### src/design/tss_map.svh
// Register offsets, field positions, reset values and source codes for start-up clock select
`ifndef TSS_MAP_SVH
`define TSS_MAP_SVH
`define TSS_OFS_CTL 12'h000
`define TSS_OFS_DIV 12'h004
`define TSS_OFS_FBD 12'h008
`define TSS_OFS_TUN 12'h00c
`define TSS_OFS_SEL 12'h010
`define TSS_OFS_CFG 12'h014
`define TSS_ADDR_BITS 11:0
`define TSS_RST_CTL 16'h7700
`define TSS_RST_DIV 16'h0000
`define TSS_RST_FBD 9'h030
`define TSS_RST_TUN 6'h00
`define TSS_CTL_CURRENT_SOURCE_SEL 14:12
`define TSS_CTL_REQUESTED_SOURCE_SEL 10:8
`define TSS_CTL_FREEZE 7
`define TSS_CTL_REMAP 6
`define TSS_CTL_LOCK 5
`define TSS_CTL_CF 3
`define TSS_CTL_SOSC 1
`define TSS_CTL_SWITCH_REQUEST_BIT 0
`define TSS_DIV_MASK 16'hffdf
`define TSS_FBD_BITS 8:0
`define TSS_TUN_BITS 5:0
`define TSS_SEL_TWO_SPEED_STARTUP_ENABLE 7
`define TSS_SEL_RSV 5
`define TSS_SEL_INITIAL_SOURCE_FIELD 2:0
`define TSS_CFG_CKSM 7:6
`define TSS_CFG_ONESHOT 5
`define TSS_CFG_PINFN 2
`define TSS_CFG_PRIMARY_OSC_MODE 1:0
`define TSS_SRC_FRC 3'h0
`define TSS_SRC_FRCPLL 3'h1
`define TSS_SRC_PRI 3'h2
`define TSS_SRC_PRIPLL 3'h3
`define TSS_SRC_SEC 3'h4
`define TSS_SRC_FRC16 3'h6
`define TSS_SRC_FAST_RC_POSTSCALER 3'h7
`define TSS_CKSM_CLOCK_FAIL_MONITOR 2'h0
`define TSS_CKSM_SWONLY 2'h1
`define TSS_SYNC_LAT 2'h2
`endif

### src/design/tss_pkg.sv
// Types for start-up clock select
package tss_pkg;
  typedef enum logic [1:0] {
    TSS_CAP = 2'h0,
    TSS_WAIT = 2'h1,
    TSS_RUN = 2'h3
  } tss_state_t;
endpackage

### src/design/tss_sync.sv
// Two-stage synchroniser for asynchronous inputs
`timescale 1ns/10ps
module tss_sync #(
  parameter int W = 1
) (
  // Clock and reset
  input wire logic pclk,
  input wire logic presetn,
  input wire logic ce,
  // Data
  input wire logic [W-1:0] d,
  output logic [W-1:0] q
);
  typedef struct packed {
    logic [W-1:0] s1;
    logic [W-1:0] s2;
  } tss_sync_st_t;
  tss_sync_st_t s;
  tss_sync_st_t next_s;

  always_comb begin
    next_s = s;
    if (ce) begin
      next_s.s1 = d;
      next_s.s2 = s.s1;
    end
  end

  always_ff @(posedge pclk or negedge presetn) begin
    if (!presetn) begin
      s <= '0;
    end else begin
      s <= next_s;
    end
  end

  assign q = s.s2;
endmodule

### src/design/tss_top.sv
// Start-up clock source selection with APB register file
`timescale 1ns/10ps
`include "tss_map.svh"
module tss_top #(
  parameter bit HAS_PIN_REMAP = 1'b1
) (
  // Clock, reset, enable
  input wire logic pclk,
  input wire logic presetn,
  input wire logic ce,
  // APB slave
  input wire logic psel,
  input wire logic penable,
  input wire logic pwrite,
  input wire logic [31:0] paddr,
  input wire logic [31:0] pwdata,
  output logic [31:0] prdata,
  output logic pready,
  output logic pslverr,
  // Configuration words
  input wire logic [15:0] cfg_source_select,
  input wire logic [15:0] cfg_osc_config,
  // Oscillator status
  input wire logic prim_osc_stable,
  input wire logic sec_osc_stable,
  input wire logic pll_locked,
  input wire logic clock_fail_det,
  // Clock control
  output logic [2:0] core_clk_sel,
  output logic frc_osc_enable,
  output logic sec_osc_enable
);
  typedef struct packed {
    tss_pkg::tss_state_t st;
    logic [1:0] cnt;
    logic [2:0] cur;
    logic [2:0] req;
    logic freeze;
    logic remap_freeze;
    logic lock;
    logic cf;
    logic sosc_en;
    logic switch_request_bit;
    logic [15:0] clock_divider_control;
    logic [8:0] pll_feedback_divisor;
    logic [5:0] fast_rc_trim;
    logic two_speed_startup_enable;
    logic sel_rsv;
    logic [2:0] initial_source_field;
    logic [1:0] cksm;
    logic one_shot;
    logic pinfn;
    logic [1:0] primary_osc_mode;
    logic [2:0] clk_sel;
    logic frc_en;
    logic sec_en;
    logic pready;
    logic [31:0] prdata;
    logic pslverr;
  } tss_top_st_t;

  tss_top_st_t s;
  tss_top_st_t next_s;

  logic [35:0] sync_q;
  logic prim_s;
  logic sec_s;
  logic lock_s;
  logic fail_s;
  logic [15:0] sel_s;
  logic [15:0] cfg_s;

  // Status pins and straps arrive asynchronously
  tss_sync #(.W(36)) i_tss_sync (
    .pclk(pclk),
    .presetn(presetn),
    .ce(ce),
    .d({prim_osc_stable, sec_osc_stable, pll_locked, clock_fail_det,
        cfg_source_select, cfg_osc_config}),
    .q(sync_q)
  );

  assign prim_s = sync_q[35];
  assign sec_s = sync_q[34];
  assign lock_s = sync_q[33];
  assign fail_s = sync_q[32];
  assign sel_s = sync_q[31:16];
  assign cfg_s = sync_q[15:0];

  function automatic logic frc_based(input logic [2:0] src);
    frc_based = (src == `TSS_SRC_FRC) || (src == `TSS_SRC_FRCPLL) ||
                (src == `TSS_SRC_FRC16) || (src == `TSS_SRC_FAST_RC_POSTSCALER);
  endfunction

  // Crystal sources need stable oscillation; PLL sources need lock as well
  function automatic logic src_ready(input logic [2:0] src, input logic pri,
                                     input logic sec, input logic lk);
    case (src)
      `TSS_SRC_FRCPLL: src_ready = lk;
      `TSS_SRC_PRI: src_ready = pri;
      `TSS_SRC_PRIPLL: src_ready = pri && lk;
      `TSS_SRC_SEC: src_ready = sec;
      default: src_ready = 1'b1;
    endcase
  endfunction

  logic access;
  logic wr_done;
  logic [11:0] addr;
  logic ctl_wr;
  logic clock_fail_monitor_on;
  logic rdy;
  logic sw_allowed;
  logic [15:0] ctl_rd;
  logic [15:0] rd_word;
  logic rd_hit;

  assign access = psel && penable;
  assign wr_done = access && s.pready && pwrite;
  assign addr = paddr[`TSS_ADDR_BITS];
  assign ctl_wr = wr_done && (addr == `TSS_OFS_CTL);
  assign clock_fail_monitor_on = (s.cksm == `TSS_CKSM_CLOCK_FAIL_MONITOR);
  assign rdy = src_ready(s.req, prim_s, sec_s, lock_s);
  // Freeze bit only blocks switching when monitor is off and switching on
  assign sw_allowed = !s.cksm[1] && !(s.freeze && (s.cksm == `TSS_CKSM_SWONLY));

  always_comb begin
    ctl_rd = 16'h0000;
    ctl_rd[`TSS_CTL_CURRENT_SOURCE_SEL] = s.cur;
    ctl_rd[`TSS_CTL_REQUESTED_SOURCE_SEL] = s.req;
    ctl_rd[`TSS_CTL_FREEZE] = s.freeze;
    ctl_rd[`TSS_CTL_REMAP] = s.remap_freeze && HAS_PIN_REMAP;
    ctl_rd[`TSS_CTL_LOCK] = s.lock;
    ctl_rd[`TSS_CTL_CF] = s.cf;
    ctl_rd[`TSS_CTL_SOSC] = s.sosc_en;
    ctl_rd[`TSS_CTL_SWITCH_REQUEST_BIT] = s.switch_request_bit;
  end

  always_comb begin
    rd_word = 16'h0000;
    rd_hit = 1'b1;
    case (addr)
      `TSS_OFS_CTL: rd_word = ctl_rd;
      `TSS_OFS_DIV: rd_word = s.clock_divider_control & `TSS_DIV_MASK;
      `TSS_OFS_FBD: rd_word[`TSS_FBD_BITS] = s.pll_feedback_divisor;
      `TSS_OFS_TUN: rd_word[`TSS_TUN_BITS] = s.fast_rc_trim;
      `TSS_OFS_SEL: begin
        rd_word[`TSS_SEL_TWO_SPEED_STARTUP_ENABLE] = s.two_speed_startup_enable;
        rd_word[`TSS_SEL_RSV] = s.sel_rsv;
        rd_word[`TSS_SEL_INITIAL_SOURCE_FIELD] = s.initial_source_field;
      end
      `TSS_OFS_CFG: begin
        rd_word[`TSS_CFG_CKSM] = s.cksm;
        rd_word[`TSS_CFG_ONESHOT] = s.one_shot && HAS_PIN_REMAP;
        rd_word[`TSS_CFG_PINFN] = s.pinfn;
        rd_word[`TSS_CFG_PRIMARY_OSC_MODE] = s.primary_osc_mode;
      end
      default: rd_hit = 1'b0;
    endcase
  end

  always_comb begin
    next_s = s;
    if (ce) begin
      // One wait state: answer registered in the first access cycle
      next_s.pready = access && !s.pready;
      if (access && !s.pready) begin
        next_s.prdata = {16'h0000, rd_word};
        next_s.pslverr = !rd_hit;
      end
      next_s.lock = lock_s;
      // A failure seen in the clearing cycle still sets the flag
      next_s.cf = (s.cf && !(ctl_wr && !pwdata[`TSS_CTL_CF])) || fail_s;
      if (ctl_wr) begin
        next_s.req = pwdata[`TSS_CTL_REQUESTED_SOURCE_SEL];
        next_s.freeze = s.freeze || pwdata[`TSS_CTL_FREEZE];
        next_s.remap_freeze = HAS_PIN_REMAP && (s.remap_freeze || pwdata[`TSS_CTL_REMAP]);
        next_s.sosc_en = pwdata[`TSS_CTL_SOSC];
      end
      if (wr_done && (addr == `TSS_OFS_DIV)) begin
        next_s.clock_divider_control = pwdata[15:0] & `TSS_DIV_MASK;
      end
      if (wr_done && (addr == `TSS_OFS_FBD)) begin
        next_s.pll_feedback_divisor = pwdata[`TSS_FBD_BITS];
      end
      if (wr_done && (addr == `TSS_OFS_TUN)) begin
        next_s.fast_rc_trim = pwdata[`TSS_TUN_BITS];
      end
      case (s.st)
        tss_pkg::TSS_CAP: begin
          // Straps need the synchroniser latency before they are valid
          if (s.cnt != `TSS_SYNC_LAT) begin
            next_s.cnt = s.cnt + 2'h1;
          end else begin
            next_s.two_speed_startup_enable = sel_s[`TSS_SEL_TWO_SPEED_STARTUP_ENABLE];
            next_s.sel_rsv = sel_s[`TSS_SEL_RSV];
            next_s.initial_source_field = sel_s[`TSS_SEL_INITIAL_SOURCE_FIELD];
            next_s.cksm = cfg_s[`TSS_CFG_CKSM];
            next_s.one_shot = HAS_PIN_REMAP && cfg_s[`TSS_CFG_ONESHOT];
            next_s.pinfn = cfg_s[`TSS_CFG_PINFN];
            next_s.primary_osc_mode = cfg_s[`TSS_CFG_PRIMARY_OSC_MODE];
            next_s.req = sel_s[`TSS_SEL_INITIAL_SOURCE_FIELD];
            if (sel_s[`TSS_SEL_TWO_SPEED_STARTUP_ENABLE] && (sel_s[`TSS_SEL_INITIAL_SOURCE_FIELD] != `TSS_SRC_FRC)) begin
              next_s.cur = `TSS_SRC_FRC;
              next_s.switch_request_bit = 1'b1;
              next_s.st = tss_pkg::TSS_WAIT;
            end else begin
              next_s.cur = sel_s[`TSS_SEL_INITIAL_SOURCE_FIELD];
              next_s.switch_request_bit = 1'b0;
              next_s.st = tss_pkg::TSS_RUN;
            end
          end
        end
        tss_pkg::TSS_WAIT: begin
          if (ctl_wr && !pwdata[`TSS_CTL_SWITCH_REQUEST_BIT]) begin
            // Abort keeps the old clock
            next_s.switch_request_bit = 1'b0;
            next_s.req = s.cur;
            next_s.st = tss_pkg::TSS_RUN;
          end else if (rdy) begin
            // No switching-mode check here, so start-up completes in every mode once the source is ready
            next_s.cur = s.req;
            next_s.switch_request_bit = 1'b0;
            next_s.st = tss_pkg::TSS_RUN;
          end
        end
        tss_pkg::TSS_RUN: begin
          if (ctl_wr && pwdata[`TSS_CTL_SWITCH_REQUEST_BIT] && sw_allowed &&
              (pwdata[`TSS_CTL_REQUESTED_SOURCE_SEL] != s.cur)) begin
            next_s.switch_request_bit = 1'b1;
            next_s.st = tss_pkg::TSS_WAIT;
          end
        end
        default: begin
          next_s.st = tss_pkg::TSS_CAP;
          next_s.cnt = 2'h0;
        end
      endcase
      if (next_s.st != tss_pkg::TSS_CAP) begin
        next_s.clk_sel = next_s.cur;
        next_s.frc_en = frc_based(next_s.cur) || (next_s.cksm == `TSS_CKSM_CLOCK_FAIL_MONITOR);
        next_s.sec_en = next_s.sosc_en || (next_s.cur == `TSS_SRC_SEC) ||
                        (next_s.req == `TSS_SRC_SEC);
      end
    end
  end

  // Source fields are cut from the reset word, so only constants reach the reset branch
  localparam logic [15:0] CTL_RESET = `TSS_RST_CTL;

  always_ff @(posedge pclk or negedge presetn) begin
    if (!presetn) begin
      s <= '0;
      s.st <= tss_pkg::TSS_CAP;
      s.cur <= CTL_RESET[`TSS_CTL_CURRENT_SOURCE_SEL];
      s.req <= CTL_RESET[`TSS_CTL_REQUESTED_SOURCE_SEL];
      s.clock_divider_control <= `TSS_RST_DIV;
      s.pll_feedback_divisor <= `TSS_RST_FBD;
      s.fast_rc_trim <= `TSS_RST_TUN;
      s.clk_sel <= `TSS_SRC_FRC;
      s.frc_en <= 1'b1;
    end else begin
      s <= next_s;
    end
  end

  assign prdata = s.prdata;
  assign pready = s.pready;
  assign pslverr = s.pslverr;
  assign core_clk_sel = s.clk_sel;
  assign frc_osc_enable = s.frc_en;
  assign sec_osc_enable = s.sec_en;

  logic cap_now;
  assign cap_now = ce && (s.st == tss_pkg::TSS_CAP) && (s.cnt == `TSS_SYNC_LAT);

  property p_two_speed_startup_enable_frc;
    @(posedge pclk) disable iff (!presetn)
    cap_now && sel_s[`TSS_SEL_TWO_SPEED_STARTUP_ENABLE] && (sel_s[`TSS_SEL_INITIAL_SOURCE_FIELD] != `TSS_SRC_FRC)
      |=> (core_clk_sel == `TSS_SRC_FRC) && frc_osc_enable && (s.st == tss_pkg::TSS_WAIT);
  endproperty
  a_two_speed_startup_enable_frc: assert property (p_two_speed_startup_enable_frc) else $error("start-up not on fast RC");

  property p_direct;
    @(posedge pclk) disable iff (!presetn)
    cap_now && !sel_s[`TSS_SEL_TWO_SPEED_STARTUP_ENABLE]
      |=> (core_clk_sel == $past(sel_s[`TSS_SEL_INITIAL_SOURCE_FIELD])) && (s.cur == s.req);
  endproperty
  a_direct: assert property (p_direct) else $error("direct start source wrong");

  property p_auto_switch;
    @(posedge pclk) disable iff (!presetn)
    ce && (s.st == tss_pkg::TSS_WAIT) && rdy && !ctl_wr
      |=> (s.cur == $past(s.req)) && !s.switch_request_bit && (core_clk_sel == s.cur);
  endproperty
  a_auto_switch: assert property (p_auto_switch) else $error("switch missed");

  property p_hold_frc;
    @(posedge pclk) disable iff (!presetn)
    ce && (s.st == tss_pkg::TSS_WAIT) && !rdy && !ctl_wr
      |=> (core_clk_sel == $past(core_clk_sel)) && (s.cur != s.req) && s.switch_request_bit;
  endproperty
  a_hold_frc: assert property (p_hold_frc) else $error("left fast RC early");

  property p_frc_off;
    @(posedge pclk) disable iff (!presetn)
    (s.st == tss_pkg::TSS_RUN) && !frc_based(s.cur) && (s.cksm != `TSS_CKSM_CLOCK_FAIL_MONITOR)
      |-> !frc_osc_enable;
  endproperty
  a_frc_off: assert property (p_frc_off) else $error("fast RC left running");

  property p_clock_fail_monitor_keep;
    @(posedge pclk) disable iff (!presetn)
    (s.st != tss_pkg::TSS_CAP) && (s.cksm == `TSS_CKSM_CLOCK_FAIL_MONITOR) |-> frc_osc_enable;
  endproperty
  a_clock_fail_monitor_keep: assert property (p_clock_fail_monitor_keep) else $error("fast RC off with monitor");

  property p_no_switch_frc;
    @(posedge pclk) disable iff (!presetn)
    cap_now && (sel_s[`TSS_SEL_INITIAL_SOURCE_FIELD] == `TSS_SRC_FRC)
      |=> (s.st == tss_pkg::TSS_RUN) ##1 (core_clk_sel == `TSS_SRC_FRC);
  endproperty
  a_no_switch_frc: assert property (p_no_switch_frc) else $error("needless switch");

  property p_done_copy;
    @(posedge pclk) disable iff (!presetn)
    ($past(s.st) == tss_pkg::TSS_WAIT) && (s.st == tss_pkg::TSS_RUN) && $past(rdy)
      && !$past(ctl_wr) |-> (s.cur == s.req) && !s.switch_request_bit;
  endproperty
  a_done_copy: assert property (p_done_copy) else $error("completion fields wrong");

  property p_rd_zero;
    @(posedge pclk) disable iff (!presetn)
    pready && !pwrite && (paddr[`TSS_ADDR_BITS] == `TSS_OFS_FBD)
      |-> (prdata[31:9] == 23'h000000);
  endproperty
  a_rd_zero: assert property (p_rd_zero) else $error("unimplemented bits set");

  property p_cf_sticky;
    @(posedge pclk) disable iff (!presetn)
    ce && fail_s |=> s.cf;
  endproperty
  a_cf_sticky: assert property (p_cf_sticky) else $error("clock-fail event lost");

  // Locked selection must refuse a software switch in the switching-only mode
  property p_freeze_block;
    @(posedge pclk) disable iff (!presetn)
    ce && ctl_wr && (s.st == tss_pkg::TSS_RUN) && s.freeze && (s.cksm == `TSS_CKSM_SWONLY)
      |=> (s.st == tss_pkg::TSS_RUN) && !s.switch_request_bit;
  endproperty
  a_freeze_block: assert property (p_freeze_block) else $error("locked switch taken");

  c_two_speed: cover property (@(posedge pclk) disable iff (!presetn)
    (s.st == tss_pkg::TSS_WAIT) && s.two_speed_startup_enable ##1 (s.st == tss_pkg::TSS_RUN));
  c_direct: cover property (@(posedge pclk) disable iff (!presetn)
    cap_now && !sel_s[`TSS_SEL_TWO_SPEED_STARTUP_ENABLE]);
  c_sw_switch: cover property (@(posedge pclk) disable iff (!presetn)
    (s.st == tss_pkg::TSS_RUN) && ctl_wr ##1 (s.st == tss_pkg::TSS_WAIT));
endmodule

### config.mk
export PLATFORM = sky130hd
export DESIGN_NAME = tss_top
export DESIGN_NICKNAME = d
export VERILOG_FILES = /design/src/design/tss_pkg.sv /design/src/design/tss_sync.sv /design/src/design/tss_top.sv
export VERILOG_INCLUDE_DIRS = /design/src /design/src/design
export SDC_FILE = /design/constraint.sdc
export NUM_CORES = 1
export LEC_CHECK = 0
export BUFFER_PORTS_ARGS = -buffer_cell sky130_fd_sc_hd__buf_2
export CAP_MARGIN = 20
export CORE_MARGIN = 4
export CORE_UTILIZATION = 35
export DETAILED_ROUTE_END_ITERATION = 7
export PLACE_DENSITY_LB_ADDON = 0.15
export RECOVER_POWER = 50
export SLEW_MARGIN = 10
export SYNTH_ARGS = -nofsm -noshare
export SYNTH_HDL_FRONTEND = slang
export SYNTH_SLANG_ARGS = --single-unit
export TNS_END_PERCENT = 50
### constraint.sdc
create_clock -name pclk -period 3.32 [get_ports pclk]
set_input_delay 0.498 -clock pclk [delete_from_list [all_inputs] [get_ports pclk]]
set_output_delay 0.498 -clock pclk [all_outputs]
set_load 0.02 [all_outputs]
==> metrics, run 1 <==
status finished, final reports clean; adder-cell share of the synthesized area 0.237%; mux share of post-synthesis cell area 18.3%; number of buffers added on ports 71; antenna-violating nets left 0; CTS clk-pin slew, worst paths 0.07 ns; antenna violations before repair 0; Yosys cell types 56; CTS buffer count 9; Post-Place Worst Slack 0.610 ns; die area 17100 um^2; Synth Area per Inst 11.8 um^2; final setup margin 0.961 ns; Iter 0 DRT Violations 227; post-DR vias/cell 5.05; synth top area cells dfrtp_1, mux2_2, buf_4, dfstp_2, o21ai_0; Synth Instances 446; Rows 44; Fin Hold WS 0.363 ns; max_cap viols 0; DR pass1 iterations 4; FMAX 424 MHz; die height 131 um; Die Width 131 um; WL final 11.9 mm; largest net degree at the start of global routing 60; Root Driver clkbuf_16; type of origin of the critical path register; fin nets 603; WL/cell 17.3 um; Power Total 3.78 mW; share of Yosys cell area claimed by the top area cell type 47.9%; post-CTS sizing 0; worst slew pin tran 1.33 ns; static leakage 2.75 nW; postcts setup bufs 0; Hold Crit Class input pin to register; Final Critical Period 2.36 ns; PwrDens 637 nW/um^2; CP max FO 13; peak supply drop 316 uV; largest family of logic cells by synthesized area multiplexers; number of synthesized flops with an enable pin 0; Relative slew margins 11.6%; DRC Markers 0; worst endpoint required time 3.56 ns; RSZ-0062 raised after global routing no; H-tree level count 3; CTS tree built; vias in the first global route 3486; Post-Synth Simple-Gate Area 9.98%; CTS Hold Buffers Added 0; Placed Cells 669; routability cong. 0.771; dpl cell area 5650 um^2; CP Class register to register; Core ar. 14600 um^2; Hold Violations, Final 0; Clk Latency, worst-skew pair 0.35 ns; top cell type by total area after synthesis dfrtp_1; Final setup viols 0; Final Max Tran Viols 0; Yosys reg bits 110; Diodes inserted 0; CTS Sinks 110; Synth Area in XOR/XNOR 0.664%; complex-gate fraction of the synthesized area 11.4%; Vias 3461; Async S/R FF share, synth 100%; gr ovfl total 0; Total GRT Usage 14.5%; post-layout util 40.5%; Post-Route Setup TNS 0 ns; Clock Skew 0.00864 ns; crit share post-route 71.1%; Yosys warning count 0; Fillers 1439; final instance area 5940 um^2; share of cells above drive strength 1 35.5%; area grow syn2layout 12.4%; HPWL after DPL 8.62 mm; post-synthesis cell area 5280 um^2; wire length of the first global-routing pass 19.2 mm; Initial Util 36.1%; Max clock buf depth 2; I/O pins 145; CP Capture Type register; non-filler cells, final 685; WP data arrival 2.59 ns; top_reg_cell synth dfrtp_1; register area share after synthesis 52.3%
cells by family (layout without fill, tap and decap cells):
logic type | after synthesis | after routing
adder cells (fa/ha/maj) | 1 | 1
XOR/XNOR | 4 | 4
multiplexers | 87 | 87
buffers and inverters | 60 | 100
AO/OA/AOI/OAI | 88 | 88
AND/OR/NAND/NOR | 95 | 95
flip-flops | 110 | 110
other | 1 | 16
synth_stat cells (2+ instances only):
| master | count |
|---|---|
| dfrtp_1 | 101 |
| mux2_2 | 67 |
| buf_4 | 37 |
| nand2_1 | 37 |
| o21ai_0 | 30 |
| nor2_1 | 21 |
| clkbuf_1 | 13 |
| mux2i_1 | 12 |
| a21oi_1 | 11 |
| dfstp_2 | 9 |
| mux2_1 | 8 |
| nor2b_1 | 7 |
| a22oi_1 | 6 |
| a31oi_1 | 6 |
| nor3_1 | 5 |
| a21o_1 | 4 |
| a221oi_1 | 4 |
| buf_1 | 4 |
| inv_1 | 4 |
| nor3b_1 | 4 |
| a222oi_1 | 3 |
| a32oi_1 | 3 |
| nand3_1 | 3 |
| o211ai_1 | 3 |
| o21a_1 | 3 |
| o31ai_1 | 3 |
| xnor2_1 | 3 |
| a211oi_1 | 2 |
| a22o_1 | 2 |
| a311oi_2 | 2 |
| nand2b_1 | 2 |
| nand3b_1 | 2 |
| o21ai_1 | 2 |
worst max-delay path, cell delays in order (launching register included):
cell and delay [ns]:
dfrtp_1 0.41, inv_1 0.07, ha_1 0.35, nor3b_1 0.28
and2_0 0.72, mux2_2 0.41
area by class of cell:
cell class	instances	area [um^2]	share of cell area, %
clock buffers	12	246	4.15
clock inverters	4	55.1	0.927
multi-input cells	291	2200	37.1
well taps	184	230	3.88
repair buffers	80	425	7.17
inverters	4	15.0	0.253
flip-flops and latches	110	2760	46.6
layer usage:
layer	track usage, %	vias up	share of wire, %
met4	3.09	0	0.75
met2	22.1	85	45
met3	4.27	8	5.2
met1	20.7	1723	49
met5	0	-	0
li1	-	1645	-
path summary, 6_finish.rpt:
check	from	end	slack [ns]	cells past startpoint
max	s[93]	s[41]	0.96	5
min	pwdata[11]	s[76]	0.36	2
max reg2reg	s[93]	s[41]	0.96	5
min reg2reg	ctl_rd[6]	ctl_rd[6]	0.47	1
max in group asynchronous	presetn	ctl_rd[9]	1.89	2
min in group asynchronous	presetn	i_tss_sync.s[53]	0.44	1
placed cells by master, fill, tap and decap left out, types with 4 or more instances in the layout:
cell type,n
inv_1,4
o21ai_0,30
a221oi_1,4
buf_4,7
nor3b_1,4
nor2b_1,7
a21o_1,4
a31oi_1,6
mux2_1,8
nor3_1,5
mux2i_1,12
conb_1,16
a22oi_1,6
a21oi_1,11
mux2_2,67
nor2_1,21
clkbuf_1,8
dfrtp_1,101
dfstp_2,9
buf_2,65
nand2_1,37
clkbuf_16,9
state kept, by name, summed over array words and instances (netlist names):
register / flops
core_clk_sel: 3
sec_osc_enable: 1
i_tss_sync.s: 15
i_tss_sync.q: 15
s: 45
ctl_rd: 12
pready: 1
pslverr: 1
prdata: 16
frc_osc_enable: 1
report_power, final:
group          total (mW)  internal (mW)  switching, mW
logic               0.853          0.392          0.462
registers            1.83           1.58          0.244
clock network        1.10          0.614          0.486
total                3.78           2.59           1.19
Power figures use the tool's default switching activity.
==> inputs of run 2 (changes only) <==
--- a/config.mk
+++ b/config.mk
@@ -6,6 +6,7 @@
 export SDC_FILE = /design/constraint.sdc
 export NUM_CORES = 1
 export LEC_CHECK = 0
+export ABC_AREA = 1
 export BUFFER_PORTS_ARGS = -buffer_cell sky130_fd_sc_hd__buf_2
 export CAP_MARGIN = 20
 export CORE_MARGIN = 4
==> constraint.sdc (replaced) <==
create_clock -name pclk -period 2.1 [get_ports pclk]
set_input_delay 0.315 -clock pclk [delete_from_list [all_inputs] [get_ports pclk]]
set_output_delay 0.315 -clock pclk [all_outputs]
set_load 0.02 [all_outputs]
==> metrics, run 2 <==
status finished, final reports clean; worst slew pin tran 1.02 ns (-0.311 ns); routability cong. 0.898 (+16%); share of Yosys cell area claimed by the top area cell type 46.9% (-1.0 points); die area 17500 um^2 (+2.0%); Final Critical Period 1.83 ns (-0.525 ns); Vias 4246 (+23%); die height 132 um (+1.0%); WL/cell 14.4 um (-17%); worst endpoint required time 2.35 ns (-1.21 ns); vias in the first global route 4314 (+24%); Post-Route Setup TNS 0 ns (unchanged); Crit Reg-Reg Endpoint sec_osc_enable; CTS Sinks 110 (unchanged); area grow syn2layout 13.1%; Yosys warning count 0 (unchanged); Synth Instances 643 (+44%); Die Width 132 um (+1.0%); Post-Place Worst Slack 0.124 ns (-0.486 ns); Max clock buf depth 2 (unchanged); Core ar. 15100 um^2 (+3.4%); I/O pins 145 (unchanged); Clock Skew 0.00781 ns (-0.000831 ns); synth top area cells dfrtp_1, nand2_1, o21ai_0, buf_4, dfstp_2; static leakage 3.05 nW (+11%); crit share post-route 87.3% (+16 points); Hold Crit Endpoint i_tss_sync.s[36]; Relative slew margins 32.3% (+21 points); Iter 0 DRT Violations 260 (+15%); DR pass1 iterations 4 (unchanged); post-synthesis cell area 5390 um^2 (+2.2%); top_reg_cell synth dfrtp_1; most common cell after layout, fill and taps aside nand2_1; largest net degree at the start of global routing 61 (+1.7%); Hold Violations, Final 0 (unchanged); Yosys reg bits 110 (unchanged); antenna violations before repair 0 (unchanged); Diodes inserted 0 (unchanged); type of origin of the critical path register; Root Driver clkbuf_16; fin nets 809 (+34%); Yosys cell types 41 (-27%); CTS buffer count 9 (unchanged); number of buffers added on ports 71 (unchanged); antenna-violating nets left 0 (unchanged); RSZ-0062 raised after global routing no; WP data arrival 2.09 ns (-0.50 ns); Reg2Reg Depth 11 (+6); CTS tree built; Total GRT Usage 15.7% (+1.1 points); most frequent cells in the layout nand2_1, dfrtp_1, o21ai_0; CP max FO 7 (-6); wire length of the first global-routing pass 22.0 mm (+14%); Final setup viols 0 (unchanged); peak supply drop 432 uV (+37%); max_cap viols 0 (unchanged); WL final 12.9 mm (+8.7%); Synth Area per Inst 8.39 um^2 (-29%); register area share after synthesis 51.2% (-1.1 points); Async S/R FF share, synth 100% (unchanged); CTS clk-pin slew, worst paths 0.07 ns (about the same); Hold Crit Class input pin to register; Critical R2R Launch s[93]; Reg with most FFs s; most common cell in the netlist nand2_1; Hold Path Origin cfg_osc_config[0]; gr ovfl total 0 (unchanged); PwrDens 817 nW/um^2 (+28%); Clk Latency, worst-skew pair 0.35 ns (about the same); Fillers 1601 (+11%); CP Class register to register; r2r setup slk 0.27 ns (-0.70 ns); Initial Util 35.6% (-0.44 points); CP startpoint s[93]; HPWL after DPL 9.71 mm (+13%); Power Total 4.99 mW (+32%); max reg flops 45 (unchanged); number of synthesized flops with an enable pin 0 (unchanged); post-DR vias/cell 4.74 (-6.1%); H-tree level count 3 (unchanged); FMAX 545 MHz (+29%); top cell type by total area after synthesis dfrtp_1; share of cells above drive strength 1 19.4% (-16 points); post-CTS sizing 0 (unchanged); DRC Markers 0 (unchanged); most frequent cells after synthesis nand2_1, dfrtp_1, o21ai_0, inv_1, buf_4; CP Capture Type register; Final Max Tran Viols 0 (unchanged); Hold Path Cell Cnt 3 (+1); Rows 45 (+2.3%); final setup margin 0.266 ns (-0.695 ns)
==> run 2: cell count changes after synthesis, moves of 8 or more <==
| cell | before | now |
|---|---|---|
| nor2_1 | 21 | 30 |
| inv_1 | 4 | 63 |
| mux2_2 | 67 | 6 |
| nand2_1 | 37 | 195 |
| mux2_1 | 8 | 0 |
| mux2i_1 | 12 | 0 |
| o21ai_0 | 30 | 83 |
| nand3_1 | 3 | 33 |
==> run 2: how the worst max path moves through the flow <==
stage	to
finish	sec_osc_enable
global route	ctl_rd[0]
CTS	sec_osc_enable
detailed placement	s[76]
global placement	s[76]
floorplan	s[79]
==> run 2: final cells by class <==
cell class                 count  area, um^2  area share (%)
sequential                   110        2760            45.3
multi-input combinational    427        2080            34.0
timing repair buffer          88         478            7.83
inverter                      66         248            4.06
tap                          188         235            3.86
clock buffer                   9         225            3.69
clock inverter                 7        73.8            1.21
==> run 2: cells by family after synthesis <==
group	share of synthesized area, %
xor gates and xnor gates	0.487
adders and majority gates	0.232
other	0.0695
DFF	51.2
muxes	1.25
AOI/OAI and AO/OA	12.2
buffers and inverters	11.3
and+or+nand+nor	23.2
==> run 2: through the flow <==
step / instances / instance area, um^2 / util [%] / hold slack [ns]
finish: 895 / 6100 / 40.3 / 0.155
global route: 895 / 6100 / 40.3 / 0.138
CTS: 895 / 6120 / 40.4 / 0.139
global placement: 878 / 5810 / 38.4 / 0.255
floorplan: 658 / 5450 / - / 0.0194
detailed placement: 878 / 5810 / 38.4 / 0.257
==> run 2: per-layer routing <==
layer | part of all wire, % | up-vias | wire, um | track usage (%)
li1 | - | 2148 | - | -
met5 | 0 | - | 0 | 0
met1 | 47 | 1980 | 6070 | 20.7
met3 | 5.3 | 16 | 681 | 4.58
met2 | 46 | 102 | 5960 | 25.1
met4 | 1.3 | 0 | 170 | 4.32
==> run 2: worst max-delay path, cell delays in order, from the launching register on <==
cell and delay (ns):
dfrtp_1 0.39, inv_1 0.06, ha_1 0.16, inv_1 0.07, nor2_4 0.17, inv_1 0.13
nand2_1 0.12, nand2_1 0.11, a211oi_1 0.30, nand3_1 0.12, nand2_1 0.07, inv_1 0.03
==> run 2: what timing repair did <==
action                    CTS  global route
hold buffers                1             0
hold endpoints to repair   21             0
buffers inserted            0             0
==> run 2: report_power, final <==
part | internal [mW] | switching, mW
Clock | 0.929 | 0.786
Sequential | 2.31 | 0.137
Combinational | 0.279 | 0.542
Total | 3.52 | 1.47
